==> config.mk <==
export PLATFORM = sky130hd
export DESIGN_NAME = external_pin_interrupts
export DESIGN_NICKNAME = d
export VERILOG_FILES = /design/src/ext_int_detect.v /design/src/external_pin_interrupts.v
export VERILOG_INCLUDE_DIRS = /design/src
export SDC_FILE = /design/constraint.sdc
export NUM_CORES = 1
export LEC_CHECK = 0
export BUFFER_PORTS_ARGS = -buffer_cell sky130_fd_sc_hd__buf_2
export CAP_MARGIN = 20
export CORE_ASPECT_RATIO = 0.9
export CORE_MARGIN = 1.5
export CORE_UTILIZATION = 40
export DETAILED_ROUTE_END_ITERATION = 8
export PLACE_DENSITY = 0.68
export SLEW_MARGIN = 25
export SYNTH_ARGS = -nofsm -noshare
export SYNTH_HDL_FRONTEND = slang
export SYNTH_SLANG_ARGS = --single-unit
==> constraint.sdc <==
create_clock -name ref_clk_i -period 1.7 [get_ports ref_clk_i]
set_input_delay 0.255 -clock ref_clk_i [delete_from_list [all_inputs] [get_ports ref_clk_i]]
set_output_delay 0.255 -clock ref_clk_i [all_outputs]
set_load 0.01 [all_outputs]
==> src/ext_int_defines.vh <==
`ifndef EXT_INT_DEFINES_VH
`define EXT_INT_DEFINES_VH

// ****************************************************************
// Register addresses
// ****************************************************************
`define EXT_INT_CONFIG_ADDR 8'he4
`define TIMER_CONTROL_ADDR 8'h88

// ****************************************************************
// Configuration register fields
// ****************************************************************
`define CFG_A_SEL_LSB 0
`define CFG_A_SEL_MSB 2
`define CFG_A_POL_BIT 3
`define CFG_B_SEL_LSB 4
`define CFG_B_SEL_MSB 6
`define CFG_B_POL_BIT 7
`define CFG_RESET 8'h01

// ****************************************************************
// Timer control register fields
// ****************************************************************
`define TIMER_CONTROL_REG_A_TYPE_BIT 0
`define TIMER_CONTROL_REG_A_PEND_BIT 1
`define TIMER_CONTROL_REG_B_TYPE_BIT 2
`define TIMER_CONTROL_REG_B_PEND_BIT 3
`define TIMER_CONTROL_REG_RESET 8'h00

// ****************************************************************
// Timing counts
// ****************************************************************
`define SYNC_FILL_DONE 2'h3

`endif

==> src/ext_int_detect.v <==
`timescale 1ns/10ps
`include "ext_int_defines.vh"
// ****************************************************************
// One external interrupt channel: sync, polarity, edge or level
// ****************************************************************
module ext_int_detect
(
  input wire ref_clk_i,
  input wire rst_i,
  input wire [7:0] pins_i,
  input wire [2:0] pin_sel_i,
  input wire active_high_i,
  input wire edge_mode_i,
  input wire vector_ack_i,
  input wire sw_write_i,
  input wire sw_value_i,
  output reg pending_o
);

  reg [7:0] sync1_q;
  reg [7:0] sync2_q;
  reg active_q;
  reg [1:0] fill_q;
  wire active_now;

  // Pin selection reads only, never drives the pin
  assign active_now = sync2_q[pin_sel_i] ~^ active_high_i;

  // Two-stage synchroniser on all candidate pins
  always @(posedge ref_clk_i or posedge rst_i)
  begin
    if (rst_i)
    begin
      sync1_q <= 8'h00;
      sync2_q <= 8'h00;
    end
    else
    begin
      sync1_q <= pins_i;
      sync2_q <= sync1_q;
    end
  end

  // Sync fill count; hides the reset value of the flops
  always @(posedge ref_clk_i or posedge rst_i)
  begin
    if (rst_i)
      fill_q <= 2'h0;
    else if (fill_q != `SYNC_FILL_DONE)
      fill_q <= fill_q + 2'h1;
  end

  // Previous active state for edge detection
  always @(posedge ref_clk_i or posedge rst_i)
  begin
    if (rst_i)
      active_q <= 1'b0;
    else
      active_q <= active_now;
  end

  // Pending flag; a new edge wins over a vector ack or a software write, but not over the sync fill clear
  always @(posedge ref_clk_i or posedge rst_i)
  begin
    if (rst_i)
      pending_o <= 1'b0;
    else if (fill_q != `SYNC_FILL_DONE)
      pending_o <= 1'b0;
    else if (!edge_mode_i)
      pending_o <= active_now;
    else if (active_now && !active_q)
      pending_o <= 1'b1;
    else if (vector_ack_i)
      pending_o <= 1'b0;
    else if (sw_write_i)
      pending_o <= sw_value_i;
  end

endmodule // ext_int_detect

==> src/external_pin_interrupts.v <==
`timescale 1ns/10ps
`include "ext_int_defines.vh"

// How it works
// - A trigger-type bit per input picks edge (1) or level (0) sensing.
// - A polarity bit per input in the config register picks high (1).
// - Each input watches its chosen pin read-only, whatever the crossbar use.
// - Pending flags sit at bits 1 and 3 of the timer control register.
// - In edge mode the flag clears when the core vectors to the routine.
// - In level mode the flag follows whether the input is active.
module external_pin_interrupts
(
  input wire ref_clk_i,
  input wire rst_i,
  input wire [7:0] port0_i,
  input wire [7:0] reg_addr_i,
  input wire reg_wr_i,
  input wire [7:0] reg_wdata_i,
  input wire reg_rd_i,
  input wire vector_a_i,
  input wire vector_b_i,
  output reg [7:0] reg_rdata_o,
  output reg ext_irq_a_o,
  output reg ext_irq_b_o
);

  reg [7:0] ext_int_config_q;
  reg irq_a_trigger_type_q;
  reg irq_b_trigger_type_q;
  wire irq_a_pending;
  wire irq_b_pending;
  wire cfg_sel;
  wire timer_control_reg_sel;
  wire cfg_wr;
  wire timer_control_reg_wr;
  wire [7:0] timer_control_reg_view;
  reg [7:0] read_mux;

  // ****************************************************************
  // Address decoding
  // ****************************************************************

  // Address match shared by the write and read decoders
  function addr_hit;
    input [7:0] addr;
    input [7:0] target;
    begin
      addr_hit = (addr == target);
    end
  endfunction

  // Register selects from the bus address
  assign cfg_sel = addr_hit(reg_addr_i, `EXT_INT_CONFIG_ADDR);
  assign timer_control_reg_sel = addr_hit(reg_addr_i, `TIMER_CONTROL_ADDR);

  // ****************************************************************
  // Register writes
  // ****************************************************************
  assign cfg_wr = reg_wr_i && cfg_sel;
  assign timer_control_reg_wr = reg_wr_i && timer_control_reg_sel;

  // Configuration and trigger-type bits
  always @(posedge ref_clk_i or posedge rst_i)
  begin
    if (rst_i)
    begin
      ext_int_config_q <= `CFG_RESET;
      irq_a_trigger_type_q <= 1'b0;
      irq_b_trigger_type_q <= 1'b0;
    end
    else
    begin
      if (cfg_wr)
        ext_int_config_q <= reg_wdata_i;
      if (timer_control_reg_wr)
      begin
        irq_a_trigger_type_q <= reg_wdata_i[`TIMER_CONTROL_REG_A_TYPE_BIT];
        irq_b_trigger_type_q <= reg_wdata_i[`TIMER_CONTROL_REG_B_TYPE_BIT];
      end
    end
  end

  // ****************************************************************
  // Detection channels
  // ****************************************************************
  ext_int_detect u_chan_a
  (
    .ref_clk_i(ref_clk_i),
    .rst_i(rst_i),
    .pins_i(port0_i),
    .pin_sel_i(ext_int_config_q[`CFG_A_SEL_MSB:`CFG_A_SEL_LSB]),
    .active_high_i(ext_int_config_q[`CFG_A_POL_BIT]),
    .edge_mode_i(irq_a_trigger_type_q),
    .vector_ack_i(vector_a_i),
    .sw_write_i(timer_control_reg_wr),
    .sw_value_i(reg_wdata_i[`TIMER_CONTROL_REG_A_PEND_BIT]),
    .pending_o(irq_a_pending)
  );

  ext_int_detect u_chan_b
  (
    .ref_clk_i(ref_clk_i),
    .rst_i(rst_i),
    .pins_i(port0_i),
    .pin_sel_i(ext_int_config_q[`CFG_B_SEL_MSB:`CFG_B_SEL_LSB]),
    .active_high_i(ext_int_config_q[`CFG_B_POL_BIT]),
    .edge_mode_i(irq_b_trigger_type_q),
    .vector_ack_i(vector_b_i),
    .sw_write_i(timer_control_reg_wr),
    .sw_value_i(reg_wdata_i[`TIMER_CONTROL_REG_B_PEND_BIT]),
    .pending_o(irq_b_pending)
  );

  // Low nibble of the timer control view; other bits belong elsewhere
  assign timer_control_reg_view = {4'h0, irq_b_pending, irq_b_trigger_type_q,
                      irq_a_pending, irq_a_trigger_type_q};

  // Read multiplexer; unmapped addresses read as zero
  always @*
  begin
    if (cfg_sel)
      read_mux = ext_int_config_q;
    else if (timer_control_reg_sel)
      read_mux = timer_control_reg_view;
    else
      read_mux = 8'h00;
  end

  // ****************************************************************
  // Read data and request outputs
  // ****************************************************************
  always @(posedge ref_clk_i or posedge rst_i)
  begin
    if (rst_i)
    begin
      reg_rdata_o <= 8'h00;
      ext_irq_a_o <= 1'b0;
      ext_irq_b_o <= 1'b0;
    end
    else
    begin
      ext_irq_a_o <= irq_a_pending;
      ext_irq_b_o <= irq_b_pending;
      if (reg_rd_i)
        reg_rdata_o <= read_mux;
    end
  end

endmodule // external_pin_interrupts

# After elaboration in Yosys (flattened, before gate mapping)
# Cells that the tools add are included.
dict set report word_totals {
  in_bits 30
  elab_cells 48
  output_inout_bits 10
  reg_bits 44
}
dict set report classes {
  n_lt_le_gt_ge 2
  reduce_logical 6
  eq_ne 6
  n_bitwise 2
  n_mux 16
  add_sub_neg 2
}
# operator count
set op_table {}
lappend op_table {{$eq A8 B8 Y1 const B} 2}
lappend op_table {{$mux W1} 12}
lappend op_table {{$ne A5 B2 Y1 const B} 2}
lappend op_table {{$lt A3 B4 Y1 const B} 2}
lappend op_table {{$mux W8} 1}
lappend op_table {{$bmux W1 S3} 2}
lappend op_table {{$add A2 B1 Y2 const B} 2}
lappend op_table {{$logic_and A1 B1 Y1} 4}
lappend op_table {{$mux W4} 1}
lappend op_table {{$ne A2 B2 Y1 const B} 2}
lappend op_table {{$logic_not A1 Y1} 2}
lappend op_table {{$xnor A1 B1 Y1} 2}

# Logic depth before layout (Yosys ltp)
# Gate-level depths: netlist of the first run.
dict set report depth {
  word_depth 7
  depth_mapped 5
  depth_no_buf 4
}

# Cells and area by module
# A second synthesis of the first run with hierarchy kept.
dict set report hier_totals {
  cells_unflattened 121
  hier_area_um2 2183.3
}
# mod cells_per_inst seq_area_each_um2 instances area_per_inst_um2
set by_module_without_submodules {}
lappend by_module_without_submodules {ext_int_detect 34 500.5 2 678.2}
lappend by_module_without_submodules {external_pin_interrupts 53 501.7 1 827.0}

# Worst setup path after synthesis of the first run
# No wires, ideal clock.
dict set report synth_path {
  path_type {input-to-reg}
  startpoint {input reg_addr_i[4]}
  endpoint {register u_chan_a.pending_o}
  cell_stages 5
  setup_time_ns 0.122
  path_buffers 1
  slack_ns -0.230
  t_required_ns 1.578
  arrival_ns 1.809
  path_cell_list {or4b_4 -> or4_1 -> buf_2 -> mux2_4 -> a32o_1}
}
dict set report synth_via {
  elab_chain_len 3
}
# element line
set synth_lines {}
lappend synth_lines {{start: declaration} external_pin_interrupts.v:16} ;# input wire [7:0] reg_addr_i,
lappend synth_lines {{$eq A8 B8 Y1} external_pin_interrupts.v:48} ;# addr_hit = (addr == target);
lappend synth_lines {{$logic_and A1 B1 Y1} external_pin_interrupts.v:60} ;# assign timer_control_reg_wr = reg_wr_i && timer_control_reg_sel;
lappend synth_lines {{$ne A5 B2 Y1 (no source line)} --}
lappend synth_lines {{end signal: assignment} ext_int_detect.v:70} ;# pending_o <= active_now;
lappend synth_lines {{end signal: assignment} ext_int_detect.v:76} ;# pending_o <= sw_value_i;
lappend synth_lines {{end: declaration} ext_int_detect.v:17} ;# output reg pending_o
# Every way passes these cells.
# A chain may end at the register's enable or synchronous reset.

# Worst setup path after layout of the first run
dict set report layout_path {
  startpoint {register ext_int_config_q[0]}
  endpoint {register u_chan_a.pending_o}
}
dict set report layout_via {
  elab_chain_len 7
  word_cells_on_any_way 8
  classes_between {1 x eq/ne; 5 x mux; 1 x bitwise; 1 x reduce/logical}
}
# element line
set layout_lines {}
lappend layout_lines {{start: declaration} external_pin_interrupts.v:27} ;# reg [7:0] ext_int_config_q;
lappend layout_lines {{start signal: assignment} external_pin_interrupts.v:67} ;# ext_int_config_q <= `CFG_RESET;
lappend layout_lines {{start signal: assignment} external_pin_interrupts.v:74} ;# ext_int_config_q <= reg_wdata_i;
lappend layout_lines {{$bmux W1 S3 (*)} ext_int_detect.v:27} ;# assign active_now = sync2_q[pin_sel_i] ~^ active_high_i;
lappend layout_lines {{$mux W1 (implied by the code) (*)} ext_int_detect.v:27}
lappend layout_lines {{$xnor A1 B1 Y1 (*)} ext_int_detect.v:27}
lappend layout_lines {{net u_chan_a.active_now} ext_int_detect.v:24} ;# wire active_now;
lappend layout_lines {{$logic_and A1 B1 Y1} ext_int_detect.v:71} ;# else if (active_now && !active_q)
lappend layout_lines {{$mux W1} ext_int_detect.v:71}
lappend layout_lines {{$mux W1} ext_int_detect.v:69} ;# else if (!edge_mode_i)
lappend layout_lines {{$mux W1} ext_int_detect.v:67} ;# else if (fill_q != `SYNC_FILL_DONE)
# Mark *: on every way through the listed nets, which the timed path passes. The rest lies on a longest branch. The select of a mux whose other input is x is not followed.

==> flow_metrics.env, run 1 <==
export IMPL_status="finished with violations"
export IMPL_violations="negative setup slack"
export IMPL_coreArea_um2=4050
export IMPL_drv_cap=0
export IMPL_cts_tree="done"
export IMPL_drv_slew=0
export IMPL_arrival_ps=1940
export IMPL_slew_headroom=0.650
export IMPL_place_ws_ps=-377
export IMPL_crit_fanout=3
export IMPL_synth_area_um2=1680
export IMPL_clockRootBuffer="clkbuf_8"
export IMPL_yosys_warnings=0
export IMPL_yosys_area_share_simple=0.0701
export IMPL_skew_ps=5.58
export IMPL_clock_path_buffers=2
export IMPL_setup_viol=1
export IMPL_grt_pass1_wl_mm=5.04
export IMPL_via_count=1078
export IMPL_drive_gt1_frac=0.485
export IMPL_initial_utilization=0.414
export IMPL_clk_pin_slew_ps=80
export IMPL_fin_nets=196
export IMPL_rsz0062_at_grt="true"
export IMPL_grt_pass1_vias=1148
export IMPL_yosysTopAreaCellShare=0.642
export IMPL_holdBufCountCts=0
export IMPL_wl_per_cell_um=14.2
export IMPL_num_antenna_cells=0
export IMPL_synth_top_area_cell="dfrtp_1"
export IMPL_overflow=0
export IMPL_synthXorXnorAreaFrac=0.0209
export IMPL_r2r_worst_path_cells=4
export IMPL_p_leak_nw=0.977
export IMPL_timing_final_ws_setup_ps=-50.6
export IMPL_synth_area_leaders="dfrtp_1 (64%), mux2_2 (8.1%), mux4_2 (5.4%)"
export IMPL_r2r_start="ext_int_config_q[0]"
export IMPL_cts_buffers=5
export IMPL_cp_start_kind="flop"
export IMPL_crit_end="u_chan_a.pending_o"
export IMPL_drc=0
export IMPL_dieArea_um2=4590
export IMPL_synthToLayoutAreaGrowth_pct=24.0
export IMPL_dp_hpwl_mm=2.21
export IMPL_antenna_found_initial=0
export IMPL_finalSetupTns_ps=-50.6
export IMPL_io_buffers=39
export IMPL_tightest_slew_ps=525
export IMPL_worstSetupStartpoint="ext_int_config_q[0]"
export IMPL_ys_seq_elements=44
export IMPL_grt_max_degree=45
export IMPL_clk_latency_ps=300
export IMPL_synthMuxAreaShare=0.164
export IMPL_end_kind="flop"
export IMPL_fmax_ghz=0.571
export IMPL_synth_seq_area_share=0.657
export IMPL_crit_required_ps=1890
export IMPL_critPathKind="reg -> reg"
export IMPL_syn_inst=114
export IMPL_r2r_end="u_chan_a.pending_o"
export IMPL_synth_compound_area_frac=0.0537
export IMPL_finalCriticalPeriod_ps=1750
export IMPL_cts_sinks=44
export IMPL_ios=40
export IMPL_die_h_um=64.4
export IMPL_htreeDepth=2
export IMPL_hold_path_class="in -> reg"
export IMPL_syn_area_per_cell_um2=14.7
export IMPL_ant_nets=0
export IMPL_powerDensity_nw_per_um2=952
export IMPL_drt_total_wl_mm=3.02
export IMPL_ir_drop_v=0.000623
export IMPL_synth_cell_types=26
export IMPL_vias_per_cell=5.06
export IMPL_fin_util=0.514
export IMPL_synthAdderAreaFrac=0.0149
export IMPL_first_iter_violations=60
export IMPL_track_usage=0.145
export IMPL_fp_row_count=22
export IMPL_r2r_setup_slack_ps=-50
export IMPL_finalHoldViolCount=0
export IMPL_gp_congestion=0.831
export IMPL_syn_nets=146
export IMPL_first_pass_iters=4
export IMPL_die_w_um=71.2
export IMPL_synth_top_family_by_area="multiplexers"
export IMPL_post_route_period_util=1.03
[cell type report]
class	count	area, um2
Fill cell	359	1970
Tap cell	48	60.1
Sequential cell	44	1100
Clock inverter	2	10.0
Timing Repair Buffer	45	246
Clock buffer	6	82.6
Multi-Input combinational cell	62	553
Inverter	6	22.5
[layer usage]
layer  up-vias  global-route usage  wire (um)
met5         -                   0          0
met4         0              0.0637         48
met3         6              0.0638        233
met2        39               0.228       1450
met1       533               0.173       1290
li1        500                   -          -
[state kept, by name, summed over array words and instances, names as in the netlist, 2 cells and up]
signal and cells:
ext_int_config_q 8, reg_rdata_o 8, u_chan_b.sync1_q 8, u_chan_b.sync2_q 8, u_chan_a.fill_q 2, u_chan_b.fill_q 2
[synth_stat cells, drive strengths merged]
master  number
xnor2        2
mux4         4
dfstp        1
or2          1
mux2i        2
a32o         2
mux2        14
nor2         7
nor3         1
inv          6
buf          1
dfrtp       43
nand2        5
or4          1
or4b         1
nand4b       1
or2b         1
nand3        4
a21oi        4
o21ai        4
xor2         2
ha           2
clkbuf       1
a22oi        4
[worst max-delay path, stage by stage, from the launching register on]
cell and delay [ps]:
dfstp_2 570, mux4_2 520, mux2i_2 180, xor2_1 110, a32o_1 260
[cell usage in the layout, fill, tap and decap left out, drive strengths merged]
cell type  netlist  final
clkinv           0      2
inv              6      6
o21ai            4      4
nand2            5      5
nand4b           1      1
a22oi            4      4
a32o             2      2
or2              1      1
nand3            4      4
mux2            14     14
xnor2            2      2
or4b             1      1
or2b             1      1
nor2             7      7
ha               2      2
dfstp            1      1
dfrtp           43     43
mux4             4      4
clkbuf           1      6
buf              1     45
xor2             2      2
or4              1      1
nor3             1      1
a21oi            4      4
mux2i            2      2
[cells by family after synthesis]
logic type,after synthesis
fa+ha+maj,2
compound gates,14
flops,44
buf+inv,8
simple gates,22
xor+xnor,4
mux,20
[power by group]
group,total (mW),switching [mW],internal (mW)
Clock,0.662,0.338,0.324
Combinational,0.172,0.0760,0.0960
Sequential,1.14,0.0360,1.11
[worst min path at each step]
stage                              startpoint                  end  cells past startpoint
after CTS                          port0_i[0]  u_chan_b.sync1_q[0]                      1
after floorplan                    port0_i[0]  u_chan_b.sync1_q[0]                      0
final                              port0_i[5]  u_chan_b.sync1_q[5]                      1
after detailed placement  u_chan_b.sync1_q[5]  u_chan_b.sync2_q[5]                      0
after global placement    u_chan_b.sync1_q[6]  u_chan_b.sync2_q[6]                      0
after global routing               port0_i[5]  u_chan_b.sync1_q[5]                      1
[per-stage QoR]
step	power (mW)	hold slack, ps	std cells	area (um2)
finish	1.98	62.3	213	2080
global route	2.07	48.2	213	2080
CTS	2.00	50.9	213	2070
detailed placement	1.33	339	204	1960
global placement	1.32	334	204	1960
floorplan	1.25	286	114	1680
[what timing repair did]
| item | 4_1_cts | 5_1_grt |
|---|---|---|
| resized for setup | 1 | 3 |
| endpoints found under the setup margin | 2 | 3 |
| setup buffers | 1 | 0 |
| pin swaps | 2 | 1 |
Note: power is estimated with default switching activity, not from simulation.
==> run 2: changes to the inputs <==
--- a/config.mk
+++ b/config.mk
@@ -6,13 +6,14 @@
 export SDC_FILE = /design/constraint.sdc
 export NUM_CORES = 1
 export LEC_CHECK = 0
-export BUFFER_PORTS_ARGS = -buffer_cell sky130_fd_sc_hd__buf_2
+export BUFFER_PORTS_ARGS = -buffer_cell sky130_fd_sc_hd__buf_4
 export CAP_MARGIN = 20
 export CORE_ASPECT_RATIO = 0.9
 export CORE_MARGIN = 1.5
 export CORE_UTILIZATION = 40
 export DETAILED_ROUTE_END_ITERATION = 8
 export PLACE_DENSITY = 0.68
+export SKIP_CTS_REPAIR_TIMING = 1
 export SLEW_MARGIN = 25
 export SYNTH_ARGS = -nofsm -noshare
 export SYNTH_HDL_FRONTEND = slang
==> run 2 against run 1 <==
  * The run still ends with negative setup slack left
  * Die area unchanged
  * Utilization up 2.1 points
  * Wire length down 2.1%
  * Critical path depth unchanged
  * Fmax up 1.7%
  * Final cell count down 0.47%
  * Count of clock-buffer cells in the layout unchanged
  * Combinational power up 15%
  * Sequential power about the same
  * Largest power group unchanged
  * Highest routed layer unchanged
==> flow_metrics.env, run 2 (synthesis results as in run 1) <==
export IMPL_crit_required_ps=1870
export IMPL_violations="negative setup slack"
export IMPL_ant_nets=0
export IMPL_first_pass_iters=4
export IMPL_gp_congestion=0.790
export IMPL_r2r_worst_path_cells=4
export IMPL_finalSetupTns_ps=-23.9
export IMPL_fin_util=0.534
export IMPL_slew_headroom=0.652
export IMPL_clk_pin_slew_ps=70
export IMPL_clk_latency_ps=280
export IMPL_via_count=1066
export IMPL_die_h_um=64.4
export IMPL_finalCriticalPeriod_ps=1720
export IMPL_num_antenna_cells=0
export IMPL_whs_ps=74.9
export IMPL_layout_common_cells="buf_4 (43), dfrtp_1 (42), mux2_2 (12)"
export IMPL_status="finished with violations"
export IMPL_vias_per_cell=5.03
export IMPL_fp_row_count=22
export IMPL_cts_buffers=5
export IMPL_overflow=0
export IMPL_first_iter_violations=62
export IMPL_end_kind="flop"
export IMPL_holdPathStages=1
export IMPL_grt_pass1_wl_mm=5.00
export IMPL_crit_fanout=3
export IMPL_dieArea_um2=4590
export IMPL_r2r_start="ext_int_config_q[0]"
export IMPL_ir_drop_v=0.000464
export IMPL_layout_commonest_cell="buf_4"
export IMPL_r2r_setup_slack_ps=-20
export IMPL_arrival_ps=1900
export IMPL_coreArea_um2=4050
export IMPL_cts_sinks=44
export IMPL_worstHoldEndpoint="u_chan_b.sync1_q[2]"
export IMPL_setup_viol=2
export IMPL_place_ws_ps=-391
export IMPL_rsz0062_at_grt="true"
export IMPL_finalHoldViolCount=0
export IMPL_dp_hpwl_mm=2.19
export IMPL_antenna_found_initial=0
export IMPL_die_w_um=71.2
export IMPL_cts_tree="done"
export IMPL_powerDensity_nw_per_um2=888
export IMPL_p_total_mw=1.92
export IMPL_fin_nets=196
export IMPL_tightest_slew_ps=522
export IMPL_track_usage=0.143
export IMPL_initial_utilization=0.414
export IMPL_p_leak_nw=0.995
export IMPL_grt_max_degree=45
export IMPL_r2r_end="u_chan_a.pending_o"
export IMPL_wl_per_cell_um=14.0
export IMPL_drt_total_wl_mm=2.96
export IMPL_fmax_ghz=0.581
export IMPL_drv_cap=0
export IMPL_drive_gt1_frac=0.476
export IMPL_skew_ps=6.05
export IMPL_io_buffers=39
export IMPL_htreeDepth=2
export IMPL_post_route_period_util=1.01
export IMPL_critPathKind="reg -> reg"
export IMPL_drc=0
export IMPL_hold_path_class="in -> reg"
export IMPL_ios=40
export IMPL_cp_start_kind="flop"
export IMPL_timing_final_ws_setup_ps=-21.4
export IMPL_clockRootBuffer="clkbuf_8"
export IMPL_grt_pass1_vias=1096
export IMPL_synthToLayoutAreaGrowth_pct=29.0
export IMPL_clock_path_buffers=2
export IMPL_worstHoldStart="port0_i[2]"
export IMPL_drv_slew=0
## run 2: area by class of cell
class                           count  area [um2]
Multi-Input combinational cell     62         553
Sequential cell                    44        1100
Clock buffer                        6        72.6
Inverter                            6        22.5
Tap cell                           48        60.1
Fill cell                         345        1880
Timing Repair Buffer               45         345
Clock inverter                      1        5.00
## run 2: through the flow
step	std cells	cell area, um2
4_1_cts	211	2140
3_5_place_dp	204	2060
5_1_grt	212	2160
3_3_place_gp	204	2060
6_report	212	2160
2_1_floorplan	114	1680
## run 2: critical path: stages (launching register included)
cell and delay (ps):
dfstp_2 570, mux4_2 510, mux2i_2 190, xor2_1 110
a32o_1 250
## run 2: worst max path at each step
stage,start,endpoint,slack [ps],cells past startpoint
3_5_place_dp,reg_addr_i[4],u_chan_b.pending_o,-390,5
4_1_cts,reg_addr_i[4],u_chan_b.pending_o,-90,5
5_1_grt,ext_int_config_q[0],u_chan_a.pending_o,-100,4
6_report,ext_int_config_q[0],u_chan_a.pending_o,-20,4
2_1_floorplan,reg_addr_i[4],u_chan_a.pending_o,-230,5
3_3_place_gp,reg_addr_i[4],u_chan_a.pending_o,-370,5
## run 2: where the power goes
part	total (mW)	internal, mW	switching, mW
Sequential	1.14	1.11	0.0362
Clock	0.578	0.279	0.299
Combinational	0.197	0.122	0.0752
## run 2: per-layer routing
metal / GRT usage / wire length, um / up-vias
li1: - / - / 500
met1: 0.179 / 1280 / 522
met2: 0.230 / 1450 / 42
met3: 0.0591 / 230 / 2
met4: 0.0354 / 4 / 0
met5: 0 / 0 / -
